$ cat src/rtl/llpc_pkg.sv
// llpc_pkg: widths, input positions and reset values for the lead/lag pump controller
// assumes a single 10 MHz system clock; shared by the controller and its pump channel
package llpc_pkg;
    localparam int LLPC_CLK_HZ = 10_000_000;
    localparam int LLPC_DC_N = 8;            // dry contact inputs
    localparam int LLPC_AN_N = 6;            // analog channels
    localparam int LLPC_AN_W = 16;           // analog sample width, signed
    localparam int LLPC_FLOAT_STOP = 5;      // dry contact six, zero based
    localparam int LLPC_FLOAT_FIRST = 6;     // dry contact seven
    localparam int LLPC_FLOAT_SECOND = 7;    // dry contact eight
    localparam int LLPC_LEVEL_CH = 5;        // analog channel six, zero based
    localparam logic LLPC_PUMP_RST = 1'b0;   // pumps off after reset
    localparam logic [1:0] LLPC_SYNC_RST = 2'b00;
    localparam logic [2:0] LLPC_FLT_RST = 3'h0;   // all floats read open after reset
    localparam logic LLPC_CMP_RST = 1'b0;         // no setpoint crossed after reset
    typedef enum logic {LLPC_DRAIN, LLPC_FILL} llpc_dir_t;
    typedef enum logic {LLPC_FLOATS, LLPC_TRANSDUCER} llpc_src_t;
    typedef enum logic [1:0] {LLPC_OUT_MANUAL, LLPC_OUT_PUMP, LLPC_OUT_OTHER} llpc_omode_t;
endpackage

$ cat src/rtl/llpc_ctrl.sv
// llpc_ctrl: lead/lag two-pump controller driving two relay outputs
// assumes floats and the analog sample bus are synchronous to mclk; sample_valid pulses per update
// floats still pass two register stages so that a metastable sample settles before it is decoded; chatter is not filtered
// setpoints and output modes are static configuration, best changed while both pumps are idle
// relay and pump outputs are registered; nothing reaches a pin combinationally
import llpc_pkg::*;

// Function
// - drain floats: first pump on when stop and first-start floats closed
// - drain floats: second pump also on when second-start float closed
// - drain floats: both pumps off only when all three floats open
// - fill floats: first pump on when stop and first-start floats open
// - fill floats: second pump also on when second-start float open
// - fill floats: both pumps off when all three floats closed
// - drain transducer: first pump on when level above first-start setpoint
// - drain transducer: second pump on when level above second-start setpoint
// - drain transducer: both pumps off when level below stop setpoint
// - fill transducer: first pump on when level below first-start setpoint
// - fill transducer: second pump on when level below second-start setpoint
// - fill transducer: both pumps off when level above stop setpoint
// - relay follows pump algorithm only when its mode is pump control
// - transducer level is taken from analog channel six
// - floats are read from dry contact inputs six, seven and eight
module llpc_ctrl (
    input wire logic mclk,
    input wire logic reset_n,
    input wire logic ce,
    input wire logic [llpc_pkg::LLPC_DC_N-1:0] dry_contact,
    input wire logic [llpc_pkg::LLPC_AN_N*llpc_pkg::LLPC_AN_W-1:0] analog_in,
    input wire logic sample_valid,
    input wire llpc_pkg::llpc_dir_t direction,
    input wire llpc_pkg::llpc_src_t level_source,
    input wire logic signed [llpc_pkg::LLPC_AN_W-1:0] first_start_level,
    input wire logic signed [llpc_pkg::LLPC_AN_W-1:0] second_start_level,
    input wire logic signed [llpc_pkg::LLPC_AN_W-1:0] stop_level,
    input wire llpc_pkg::llpc_omode_t out1_mode,
    input wire llpc_pkg::llpc_omode_t out2_mode,
    input wire logic out1_manual,
    input wire logic out2_manual,
    output logic relay1,
    output logic relay2,
    output logic pump1_run,
    output logic pump2_run
);
    import llpc_pkg::*;

    // pipeline from a float edge: two synchroniser stages, the qualifier register,
    // the pump latch and finally the output register, five edges in all
    // pipeline from a transducer update: comparison register, qualifier register,
    // pump latch and output register, four edges in all counting the sample edge
    // stop beats start in every latch, so a setpoint overlap always fails safe
    // with neither start nor stop asserted the latches hold, giving the hysteresis band
    // ce low freezes every stage below; only the reset synchroniser keeps running

    // reset release
    logic [1:0] rst_sync_q;
    logic rst_n;
    // float synchroniser stages and decoded patterns
    logic [2:0] flt_meta_q;
    logic [2:0] flt_q;
    logic flt_all_closed;
    logic flt_all_open;
    logic flt_lead_closed;
    logic flt_lead_open;
    logic flt_lag_closed;
    logic flt_lag_open;
    // transducer level and sample-update marker
    logic signed [LLPC_AN_W-1:0] level;
    logic samp_d;
    logic samp_q;
    // setpoint comparison results, drain sense
    logic hi_first_d;
    logic hi_second_d;
    logic lo_stop_d;
    logic hi_first_q;
    logic hi_second_q;
    logic lo_stop_q;
    // setpoint comparison results, fill sense
    logic lo_first_d;
    logic lo_second_d;
    logic hi_stop_d;
    logic lo_first_q;
    logic lo_second_q;
    logic hi_stop_q;
    // registered start and stop qualifiers
    logic start1_d;
    logic start2_d;
    logic stop_d;
    logic start1_q;
    logic start2_q;
    logic stop_q;
    // pump latch states
    logic run1;
    logic run2;
    // output registers
    logic relay1_d;
    logic relay2_d;
    logic relay1_q;
    logic relay2_q;
    logic pump1_q;
    logic pump2_q;

    // reset release through two flip-flops
    // assertion stays asynchronous, release is aligned to mclk
    // so no stage leaves reset on a different edge than its neighbour
    always_ff @(posedge mclk or negedge reset_n) begin
        if (!reset_n) begin
            rst_sync_q <= LLPC_SYNC_RST;
        end else begin
            rst_sync_q <= {rst_sync_q[0], 1'b1};
        end
    end
    assign rst_n = rst_sync_q[1];

    // float inputs through a two-stage synchroniser; bit0 stop, bit1 first, bit2 second
    // only the second stage is read further on; the first may still be settling
    always_ff @(posedge mclk or negedge rst_n) begin
        if (!rst_n) begin
            flt_meta_q <= LLPC_FLT_RST;
            flt_q <= LLPC_FLT_RST;
        end else if (ce) begin
            flt_meta_q <= {dry_contact[LLPC_FLOAT_SECOND], dry_contact[LLPC_FLOAT_FIRST],
                           dry_contact[LLPC_FLOAT_STOP]};
            flt_q <= flt_meta_q;
        end
    end

    // float patterns; a closed contact means that float has been lifted
    assign flt_lead_closed = flt_q[0] & flt_q[1];
    assign flt_lead_open = ~flt_q[0] & ~flt_q[1];
    assign flt_lag_closed = flt_q[2];
    assign flt_lag_open = ~flt_q[2];
    assign flt_all_closed = flt_q == 3'h7;
    assign flt_all_open = flt_q == 3'h0;

    // level from channel six
    assign level = analog_in[LLPC_LEVEL_CH*LLPC_AN_W +: LLPC_AN_W];

    // setpoint comparisons, refreshed only on a sample update
    // equal to a setpoint counts as neither above nor below
    // between updates the results hold, and the garbage on the bus is never compared
    always_comb begin
        hi_first_d = hi_first_q;
        hi_second_d = hi_second_q;
        lo_stop_d = lo_stop_q;
        lo_first_d = lo_first_q;
        lo_second_d = lo_second_q;
        hi_stop_d = hi_stop_q;
        samp_d = 1'b0;
        if (sample_valid) begin
            hi_first_d = level > first_start_level;
            hi_second_d = level > second_start_level;
            lo_stop_d = level < stop_level;
            lo_first_d = level < first_start_level;
            lo_second_d = level < second_start_level;
            hi_stop_d = level > stop_level;
            samp_d = 1'b1;
        end
    end

    always_ff @(posedge mclk or negedge rst_n) begin
        if (!rst_n) begin
            hi_first_q <= LLPC_CMP_RST;
            hi_second_q <= LLPC_CMP_RST;
            lo_stop_q <= LLPC_CMP_RST;
            lo_first_q <= LLPC_CMP_RST;
            lo_second_q <= LLPC_CMP_RST;
            hi_stop_q <= LLPC_CMP_RST;
            samp_q <= LLPC_CMP_RST;
        end else if (ce) begin
            hi_first_q <= hi_first_d;
            hi_second_q <= hi_second_d;
            lo_stop_q <= lo_stop_d;
            lo_first_q <= lo_first_d;
            lo_second_q <= lo_second_d;
            hi_stop_q <= hi_stop_d;
            samp_q <= samp_d;
        end
    end

    // start and stop qualifiers for the selected source and direction
    // the unselected source is ignored entirely, so a dead transducer
    // cannot disturb float control and chattering floats cannot disturb
    // transducer control
    always_comb begin
        start1_d = 1'b0;
        start2_d = 1'b0;
        stop_d = 1'b0;
        if (level_source == LLPC_FLOATS) begin
            // floats act on every edge; the lag pump also needs the lead pattern
            if (direction == LLPC_DRAIN) begin
                start1_d = flt_lead_closed;
                start2_d = flt_lead_closed & flt_lag_closed;
                stop_d = flt_all_open;
            end else begin
                start1_d = flt_lead_open;
                start2_d = flt_lead_open & flt_lag_open;
                stop_d = flt_all_closed;
            end
        end else if (samp_q) begin
            // transducer qualifiers last one cycle, straight after an update
            if (direction == LLPC_DRAIN) begin
                start1_d = hi_first_q;
                start2_d = hi_second_q;
                stop_d = lo_stop_q;
            end else begin
                start1_d = lo_first_q;
                start2_d = lo_second_q;
                stop_d = hi_stop_q;
            end
        end
    end

    // qualifier register breaks the path from decode into the latches
    always_ff @(posedge mclk or negedge rst_n) begin
        if (!rst_n) begin
            start1_q <= 1'b0;
            start2_q <= 1'b0;
            stop_q <= 1'b0;
        end else if (ce) begin
            start1_q <= start1_d;
            start2_q <= start2_d;
            stop_q <= stop_d;
        end
    end

    // pump latches hold between start and stop
    // both latches share one stop, so the pumps always turn off together
    // the lag latch may start on its own once the lead pattern is present
    llpc_pump_chan u_pump1 (
        .clk(mclk),
        .rst_n(rst_n),
        .ce(ce),
        .start(start1_q),
        .stop(stop_q),
        .run(run1)
    );

    llpc_pump_chan u_pump2 (
        .clk(mclk),
        .rst_n(rst_n),
        .ce(ce),
        .start(start2_q),
        .stop(stop_q),
        .run(run2)
    );

    // relay selection by output mode
    // a relay not in pump control never follows the algorithm
    // modes other than pump control and manual keep the relay released
    always_comb begin
        relay1_d = 1'b0;
        relay2_d = 1'b0;
        if (out1_mode == LLPC_OUT_PUMP) begin
            relay1_d = run1;
        end else if (out1_mode == LLPC_OUT_MANUAL) begin
            relay1_d = out1_manual;
        end
        if (out2_mode == LLPC_OUT_PUMP) begin
            relay2_d = run2;
        end else if (out2_mode == LLPC_OUT_MANUAL) begin
            relay2_d = out2_manual;
        end
    end

    always_ff @(posedge mclk or negedge rst_n) begin
        if (!rst_n) begin
            relay1_q <= LLPC_PUMP_RST;
            relay2_q <= LLPC_PUMP_RST;
        end else if (ce) begin
            relay1_q <= relay1_d;
            relay2_q <= relay2_d;
        end
    end

    // algorithm state mirrors the latches on the same edge as the relays
    always_ff @(posedge mclk or negedge rst_n) begin
        if (!rst_n) begin
            pump1_q <= LLPC_PUMP_RST;
            pump2_q <= LLPC_PUMP_RST;
        end else if (ce) begin
            pump1_q <= run1;
            pump2_q <= run2;
        end
    end

    // outputs straight from flip-flops
    assign relay1 = relay1_q;
    assign relay2 = relay2_q;
    assign pump1_run = pump1_q;
    assign pump2_run = pump2_q;
endmodule

$ cat src/rtl/llpc_pump_chan.sv
// llpc_pump_chan: one pump latch with separate start and stop conditions
// assumes start and stop are registered qualifiers in the same clock domain
module llpc_pump_chan (
    input wire logic clk,
    input wire logic rst_n,
    input wire logic ce,
    input wire logic start,
    input wire logic stop,
    output logic run
);
    import llpc_pkg::*;
    logic run_d;
    logic run_q;

    // stop wins, start sets, otherwise hold the previous state
    always_comb begin
        run_d = run_q;
        if (stop) begin
            run_d = 1'b0;
        end else if (start) begin
            run_d = 1'b1;
        end
    end

    always_ff @(posedge clk or negedge rst_n) begin
        if (!rst_n) begin
            run_q <= LLPC_PUMP_RST;
        end else if (ce) begin
            run_q <= run_d;
        end
    end

    assign run = run_q;
endmodule

$ cat config.mk
export PLATFORM = sky130hd
export DESIGN_NAME = llpc_ctrl
export DESIGN_NICKNAME = d
export VERILOG_FILES = /design/src/rtl/llpc_pkg.sv /design/src/rtl/llpc_ctrl.sv /design/src/rtl/llpc_pump_chan.sv
export SDC_FILE = /design/constraint.sdc
export NUM_CORES = 1
export LEC_CHECK = 0
export ABC_AREA = 0
export BUFFER_PORTS_ARGS = -buffer_cell sky130_fd_sc_hd__buf_2
export CAP_MARGIN = 20
export CORE_MARGIN = 1.5
export CORE_UTILIZATION = 28
export DETAILED_ROUTE_END_ITERATION = 10
export PLACE_DENSITY = 0.71
export SLEW_MARGIN = 0
export SYNTH_ARGS = -nofsm -noshare
export SYNTH_HDL_FRONTEND = slang
export SYNTH_SLANG_ARGS = --single-unit
$ cat constraint.sdc
create_clock -name mclk -period 0.85 [get_ports mclk]
set_input_delay 0.17 -clock mclk [delete_from_list [all_inputs] [get_ports mclk]]
set_output_delay 0.17 -clock mclk [all_outputs]
set_load 0.05 [all_outputs]
**After elaboration in Yosys (flattened, before gate mapping)**

Index checks and enable logic that the tools add are counted.

- $lt $le $gt $ge: 6
- Eq/ne operators: 3
- Multiplexer cells: 21
- Bitwise logic cells: 7
- Reduce and logical (&&, ||, !) cells: 8

Operators by type and width:

| operator | count |
|---|---|
| 16-bit > comparator | 3 |
| 16-bit less-than comparator | 3 |
| 1-bit two-way mux | 21 |
| 2-bit AND reduction | 3 |
| 1-bit bitwise AND | 4 |
| 2-bit by 1-bit equality test with 1-bit output (second input constant) | 2 |
| 2-bit logical NOT | 2 |
| 2-bit nonzero test | 2 |
| 3-bit equality test (second input constant) | 1 |
| 3-bit logical NOT | 1 |
| 1-bit inverter | 3 |

- Register bits: 24
- Input bits: 164
- Output and inout port bits: 4

**Logic depth before layout (Yosys ltp)**

Gate-level depths: netlist of run 1.

- Word-level depth: 5
- Mapped depth: 7
- Mapped depth without buffers: 7

**Modules after synthesis**

A second synthesis of run 1 with hierarchy kept.

- Cell total of the unflattened synthesis: 255
- Area total of the unflattened synthesis: 2258.4 µm²

Modules (own cells, without submodules):

| module | instances | cells an instance | area each (µm²) |
|---|---|---|---|
| llpc_ctrl | 1 | 249 | 2188.3 |
| llpc_pump_chan | 2 | 3 | 35.0 |

**Least setup slack after synthesis of run 1**

OpenSTA, ideal clock, no wires.

- Path kind: input-to-reg
- Start: input port first_start_level[15] (netlist bit)
- End: register hi_first_q
- Setup time: 122 ps
- Arrival: 1445 ps
- Required time: 728 ps
- Slack: -716 ps
- Stages on the path: 7
- Path buffers: 0
- Path through: inv_1 > ha_1 > nand4_2 > nor4_2 > o21ai_1 > a21o_1 > a32o_1

- Longest elaborated chain between the ends: 1

Ends and longest elaborated chain:

| item | RTL line | source |
|---|---|---|
| from (decl) | llpc_ctrl.sv:33 | `input wire logic signed [llpc_pkg::LLPC_AN_W-1:0] first_start_level,` |
| 16-bit > comparator | llpc_ctrl.sv:151 | `hi_first_d = level > first_start_level;` |
| to (signal assigned) | llpc_ctrl.sv:171 | `hi_first_q <= hi_first_d;` |
| to (decl) | llpc_ctrl.sv:75 | `logic hi_first_q;` |

No other way between the ends.
A chain may end at the register's enable or synchronous reset.

**Worst setup path after layout of run 1**

- Start: input port analog_in[95] (netlist bit)
- End: register lo_second_q

- Longest elaborated chain between the ends: 1

Ends and longest elaborated chain:

| item | RTL line | source |
|---|---|---|
| from (decl) | llpc_ctrl.sv:29 | `input wire logic [llpc_pkg::LLPC_AN_N*llpc_pkg::LLPC_AN_W-1:0] analog_in,` |
| 16-bit less-than comparator | llpc_ctrl.sv:155 | `lo_second_d = level < second_start_level;` |
| to (signal assigned) | llpc_ctrl.sv:175 | `lo_second_q <= lo_second_d;` |
| to (decl) | llpc_ctrl.sv:83 | `logic lo_second_q;` |

No other way between the ends.

==> flow_summary.json, run 1 <==
{
  "critPathMaxStageDelay_ns": 0.25,
  "port_buffers": 82,
  "core_um2": 7770,
  "clkTransAtPathRegs_ns": 0.09,
  "critPathTopFamily": "buffers and inverters",
  "antennaDiodeCount": 0,
  "postSynthCellCount": 259,
  "hold_class": "in2reg",
  "worstPathMaxFanout": 3,
  "critPathKind": "in2reg",
  "synth.avg_cell_area_um2": 8.75,
  "cp-start-kind": "input port",
  "ys_ff_latch": 24,
  "arrival_ns": 1.58,
  "synth-simple-area-share_pct": 14.4,
  "synth_cell_types": 37,
  "num_rows": 32,
  "setup_violations": 17,
  "grt_pass1_wl_um": 10800,
  "placed_cell_area_um2": 3410,
  "clock-sinks": 24,
  "outcome": "complete, but fails checks",
  "reg.largest.list": "flt_meta_q (3), flt_q (3), rst_sync_q (2)",
  "maxSlewViolCount": 0,
  "use_met2_pct": 27.6,
  "first_pass_iters": 5,
  "root_buffer": "clkbuf_8",
  "drt_iter0_drc": 61,
  "postSynthNetCount": 471,
  "grtUsageMet1_pct": 20.5,
  "antenna_found_initial": 0,
  "wl_per_cell_um": 13.6,
  "violations": "setup timing",
  "dp_hpwl_um": 5390,
  "initial_core_util_pct": 29.2,
  "cpMaxStageDelayCell": "ha_4",
  "ir_drop_mv": 0.618,
  "pin_count": 168,
  "max_freq_mhz": 702,
  "p_per_area_nw_per_um2": 1140,
  "busiest_layer": "met2",
  "wirelength_um": 6670,
  "synth_mux_area_share_pct": 8.06,
  "via_count": 2301,
  "ant_nets": 0,
  "die_h_um": 93.0,
  "grt_setup_unrepaired": "yes",
  "grt_max_degree": 23,
  "r2r_slack_ns": -0.25,
  "grt_pass1_vias": 2351,
  "clock_latency_ns": 0.27,
  "synth-seq-area-share_pct": 26.5,
  "fin_crit_sh_pct": 167,
  "drc": 0,
  "clockBufferDepth": 2,
  "setup-tns-final_ns": -4.86,
  "final_layout_size_suffix_gt1_share_pct": 56.8,
  "synthAdderAreaFrac_pct": 26.5,
  "die_area_um2": 8640,
  "die_w_um": 93.0,
  "path_buf_inv": 3,
  "finalHoldViolCount": 0,
  "gp_congestion": 0.785,
  "min_period_ns": 1.42,
  "fin_skew_ns": 0.00702,
  "cp_cell_sequence": "buf_12 -> buf_6 -> ha_4 -> nand4_1 -> buf_4 -> nor2_1 -> o2bb2ai_2 -> nor3_2 -> o31a_1",
  "viasPerCell": 4.71,
  "use_met3_pct": 2.63,
  "drv_cap": 0,
  "cts_buffers": 3,
  "h-tree-depth": 1,
  "grt_use_total_pct": 15.7,
  "synth_top_family_by_area": "adder cells",
  "grt_overflow": 0,
  "stdcell_area_um2": 3970,
  "synth-warning-count": 0,
  "cp_data_required_time_ns": 1.00,
  "synth-xor-area-share_pct": 0,
  "setup_slack_ns": -0.574,
  "num-fill-cells": 711,
  "synth_compound_area_share_pct": 15.6,
  "cts_tree": "yes",
  "fin_nets": 600,
  "syn_area_um2": 2270,
  "p_leak_nw": 1.88,
  "critical_path.endpoint_type": "flop",
  "syn2layout_area_growth_pct": 75.3,
  "design_power_total_mw": 4.51
}
cell families after synthesis:
group | Yosys count
simple gates | 62
compound gates | 54
buf+inv | 53
fa+ha+maj | 48
flops | 24
mux | 17
other cells | 1
report_power, final:
part	leakage, nW	internal (mW)	switching, mW
logic	1.56	1.12	0.956
registers	0.282	1.33	0.125
clock network	0.0357	0.629	0.357
per-stage QoR:
step	setup slack, ns	hold WS [ns]	util, %	instances
after floorplan	-0.626	-0.126	-	259
after global placement	-0.909	-0.0452	43.9	478
after detailed placement	-0.975	-0.0424	43.9	478
after CTS	-0.655	0.123	49.9	488
after global routing	-0.633	0.120	51.1	489
final	-0.574	0.127	51.1	489
synthesized netlist by cell type, drive strengths merged:
master    n  area share (%)
inv      49             8.1
ha       48              27
dfrtp    24              27
a21oi    23             5.1
nand2    18             3.0
nand4    12             3.6
mux2     10             5.0
nor2     10             1.7
mux2i     7             3.1
o21ai     7             1.5
nor3      6             1.3
a21o      4             1.3
nor2b     4             1.1
o21a      4             1.3
o221ai    4             1.5
clkbuf    3            0.50
nand2b    3            0.83
nor4      3             1.1
a211oi    2            0.66
and2      2            0.55
and3      2            0.55
o211ai    2            0.66
a2111oi   1            0.39
a31oi     1            0.28
a32o      1            0.44
buf       1            0.17
conb      1            0.17
nand3b    1            0.33
nand4b    1            0.39
o211a     1            0.44
o2bb2ai   1            0.39
o311ai    1            0.39
o31a      1            0.39
o41ai     1            0.72
cells in the final DEF (no fill, tap or decap), types with 5 or more instances in the layout:
cell,netlist,layout
a21oi_1,23,19
inv_4,0,5
ha_4,0,30
ha_1,48,18
mux2i_1,7,7
buf_4,0,38
nor2_1,10,10
buf_6,0,28
buf_2,0,58
nand2_1,18,17
nand4_1,11,11
inv_1,49,27
mux2_2,10,7
inv_2,0,13
dfrtp_1,24,20
final cells by class:
type                    instances  area, um2  area share, %
clock buffers                   3       41.3           1.04
inverters                      49        231           5.83
flip-flops and latches         24        606           15.2
repair buffers                128        943           23.7
clock inverters                 1       30.0          0.756
multi-input cells             182       1990           50.2
well taps                     102        128           3.21
path summary, 6_finish.rpt:
kind	depth (start not counted)	endpoint	from
max	9	lo_second_q	analog_in[95]
min	2	flt_meta_q[2]	dry_contact[7]
max reg2reg	4	start2_q	flt_q[0]
min reg2reg	1	flt_meta_q[1]	rst_sync_q[1]
max in group asynchronous	1	pump2_run	rst_sync_q[1]
min in group asynchronous	2	rst_sync_q[0]	reset_n
per-layer routing:
layer | part of all wire (%) | vias up
met5 | 0 | -
met4 | 0.58 | 0
met3 | 5.3 | 4
met2 | 48 | 70
met1 | 46 | 1056
li1 | - | 1171
what timing repair did:
item,in CTS,in global routing
gates resized for setup,70,19
cloned,0,0
endpoints found under the hold margin,2,0
buffers inserted,5,1
pin swaps,23,14
endpoints found under the setup margin,17,18
hold buffers,1,0
No activity file was read; power rests on OpenSTA's default activity.
==> inputs of run 2 (changes only) <==
Settings changed: CORE_ASPECT_RATIO from default to 2.
==> run 2 against run 1 <==
  * The run still ends with setup timing left
  * Clock power up 0.8%
  * Non-clock buffer count decreased by 4
  * Sequential share of layout area increased by 0.51 points
  * Critical path type unchanged
  * Highest routed layer unchanged
==> flow_summary.json, run 2 (synthesized netlist as in run 1, its figures left out) <==
{
  "clockBufferDepth": 2,
  "cp_data_required_time_ns": 1.00,
  "initial_core_util_pct": 28.7,
  "fin_nets": 596,
  "die_h_um": 130,
  "gp_congestion": 0.827,
  "maxSlewViolCount": 0,
  "hold_class": "in2reg",
  "grt_max_degree": 23,
  "ir_drop_mv": 0.690,
  "grt_pass1_vias": 2427,
  "fin_skew_ns": 0.00249,
  "core_um2": 7890,
  "violations": "setup timing",
  "cts_buffers": 3,
  "wirelength_um": 6320,
  "critical_path.endpoint_type": "flop",
  "fin_crit_sh_pct": 172,
  "fin_util_pct": 48.8,
  "grt_overflow": 0,
  "wl_per_cell_um": 13.2,
  "setup-tns-final_ns": -4.88,
  "grt_use_total_pct": 15.3,
  "layout_common_cells": "buf_2, buf_4, inv_1",
  "die_area_um2": 8670,
  "finalHoldViolCount": 0,
  "drc": 0,
  "critPathKind": "in2reg",
  "first_pass_iters": 4,
  "setup_violations": 17,
  "reg.largest.list": "flt_meta_q (3), flt_q (3), rst_sync_q (2)",
  "viasPerCell": 4.82,
  "pin_count": 168,
  "cp-start-kind": "input port",
  "dp_slack_ns": -1.13,
  "p_per_area_nw_per_um2": 1150,
  "arrival_ns": 1.61,
  "die_w_um": 66.6,
  "min_period_ns": 1.47,
  "h-tree-depth": 1,
  "clkTransAtPathRegs_ns": 0.06,
  "outcome": "complete, but fails checks",
  "grt_pass1_wl_um": 10400,
  "cpMaxStageDelayCell": "nor4_4",
  "max_freq_mhz": 682,
  "final_cells": 478,
  "worstPathMaxFanout": 3,
  "final_layout_size_suffix_gt1_share_pct": 54.2,
  "antenna_found_initial": 0,
  "p_leak_nw": 1.86,
  "clock_latency_ns": 0.26,
  "grt_setup_unrepaired": "yes",
  "cp_cell_sequence": "buf_8 -> ha_4 -> nand4_4 -> nor4_4 -> o21ai_2 -> a21o_1 -> a32o_1",
  "ant_nets": 0,
  "dp_hpwl_um": 5310,
  "antennaDiodeCount": 0,
  "place_inst": 465,
  "clock-sinks": 24,
  "syn2layout_area_growth_pct": 69.7,
  "setup_slack_ns": -0.616,
  "final_common_cell": "buf_2",
  "num_rows": 46,
  "cts_tree": "yes",
  "port_buffers": 82,
  "critPathMaxStageDelay_ns": 0.37,
  "drt_iter0_drc": 94,
  "root_buffer": "clkbuf_16",
  "drv_cap": 0,
  "via_count": 2302
}
[run 2: cell types whose count changed in the layout (fill, tap and decap cells not counted), sizes merged]
cell	delta
buf	-3
bufinv	-1
clkbuf	-1
[run 2: metrics by stage]
stage / hold slack, ns / cell area (um2) / total power, mW
after floorplan: -0.126 / 2600 / 2.40
after global placement: -0.0419 / 3360 / 3.06
after detailed placement: -0.0412 / 3360 / 3.13
after CTS: 0.145 / 3790 / 4.41
after global routing: 0.152 / 3840 / 4.74
final: 0.144 / 3840 / 4.42
[run 2: routing by layer]
layer  up-vias  global-route usage, %  wire (um)  part of all wire, %
met5         -                      0          0                    0
met4         0                   5.52        178                  2.8
met3        12                   1.12        268                  4.2
met2        82                   28.5       3420                   54
met1      1046                   17.6       2460                   39
li1       1162                      -          -                    -
[run 2: area by class of cell]
type                       instances  area (um2)
clock buffer                       3        75.1
fill                             702        4040
inverter                          49         234
multi-input combinational        182        1920
sequential                        24         606
tap                               96         120
timing repair buffer             124         887
[run 2: what timing repair did]
item | CTS | global route
gates resized for setup | 62 | 13
gates cloned | 0 | 0
setup endpoints to repair | 17 | 18
buffers inserted | 7 | 3
pin swaps | 22 | 13
hold endpoints to repair | 2 | 0
hold buffers | 1 | 0
[run 2: where the power goes]
group / internal [mW] / total [mW] / leakage, nW / switching [mW]
logic: 1.06 / 1.98 / 1.54 / 0.916
registers: 1.33 / 1.45 / 0.282 / 0.124
clock network: 0.622 / 0.994 / 0.0370 / 0.372
total: 3.01 / 4.42 / 1.86 / 1.41
[run 2: worst paths after layout]
| check | startpoint | to | slack (ns) | cells after the start |
|---|---|---|---|---|
| worst max register to register | flt_q[0] | start2_q | -0.29 | 4 |
| min in group asynchronous | rst_sync_q[1] | pump2_run | 0.21 | 1 |
| worst min register to register | rst_sync_q[1] | pump2_run | 0.21 | 1 |
| worst min-delay path | dry_contact[7] | flt_meta_q[2] | 0.14 | 2 |
| max in group asynchronous | rst_sync_q[1] | pump1_run | 0.49 | 1 |
| worst max-delay path | analog_in[95] | hi_first_q | -0.62 | 7 |
[run 2: critical path: cells and delay by family]
kind            cells  cell delay [ns]
compound gates      3             0.56
fa+ha+maj           1             0.28
buf+inv             1             0.10
simple gates        2             0.50
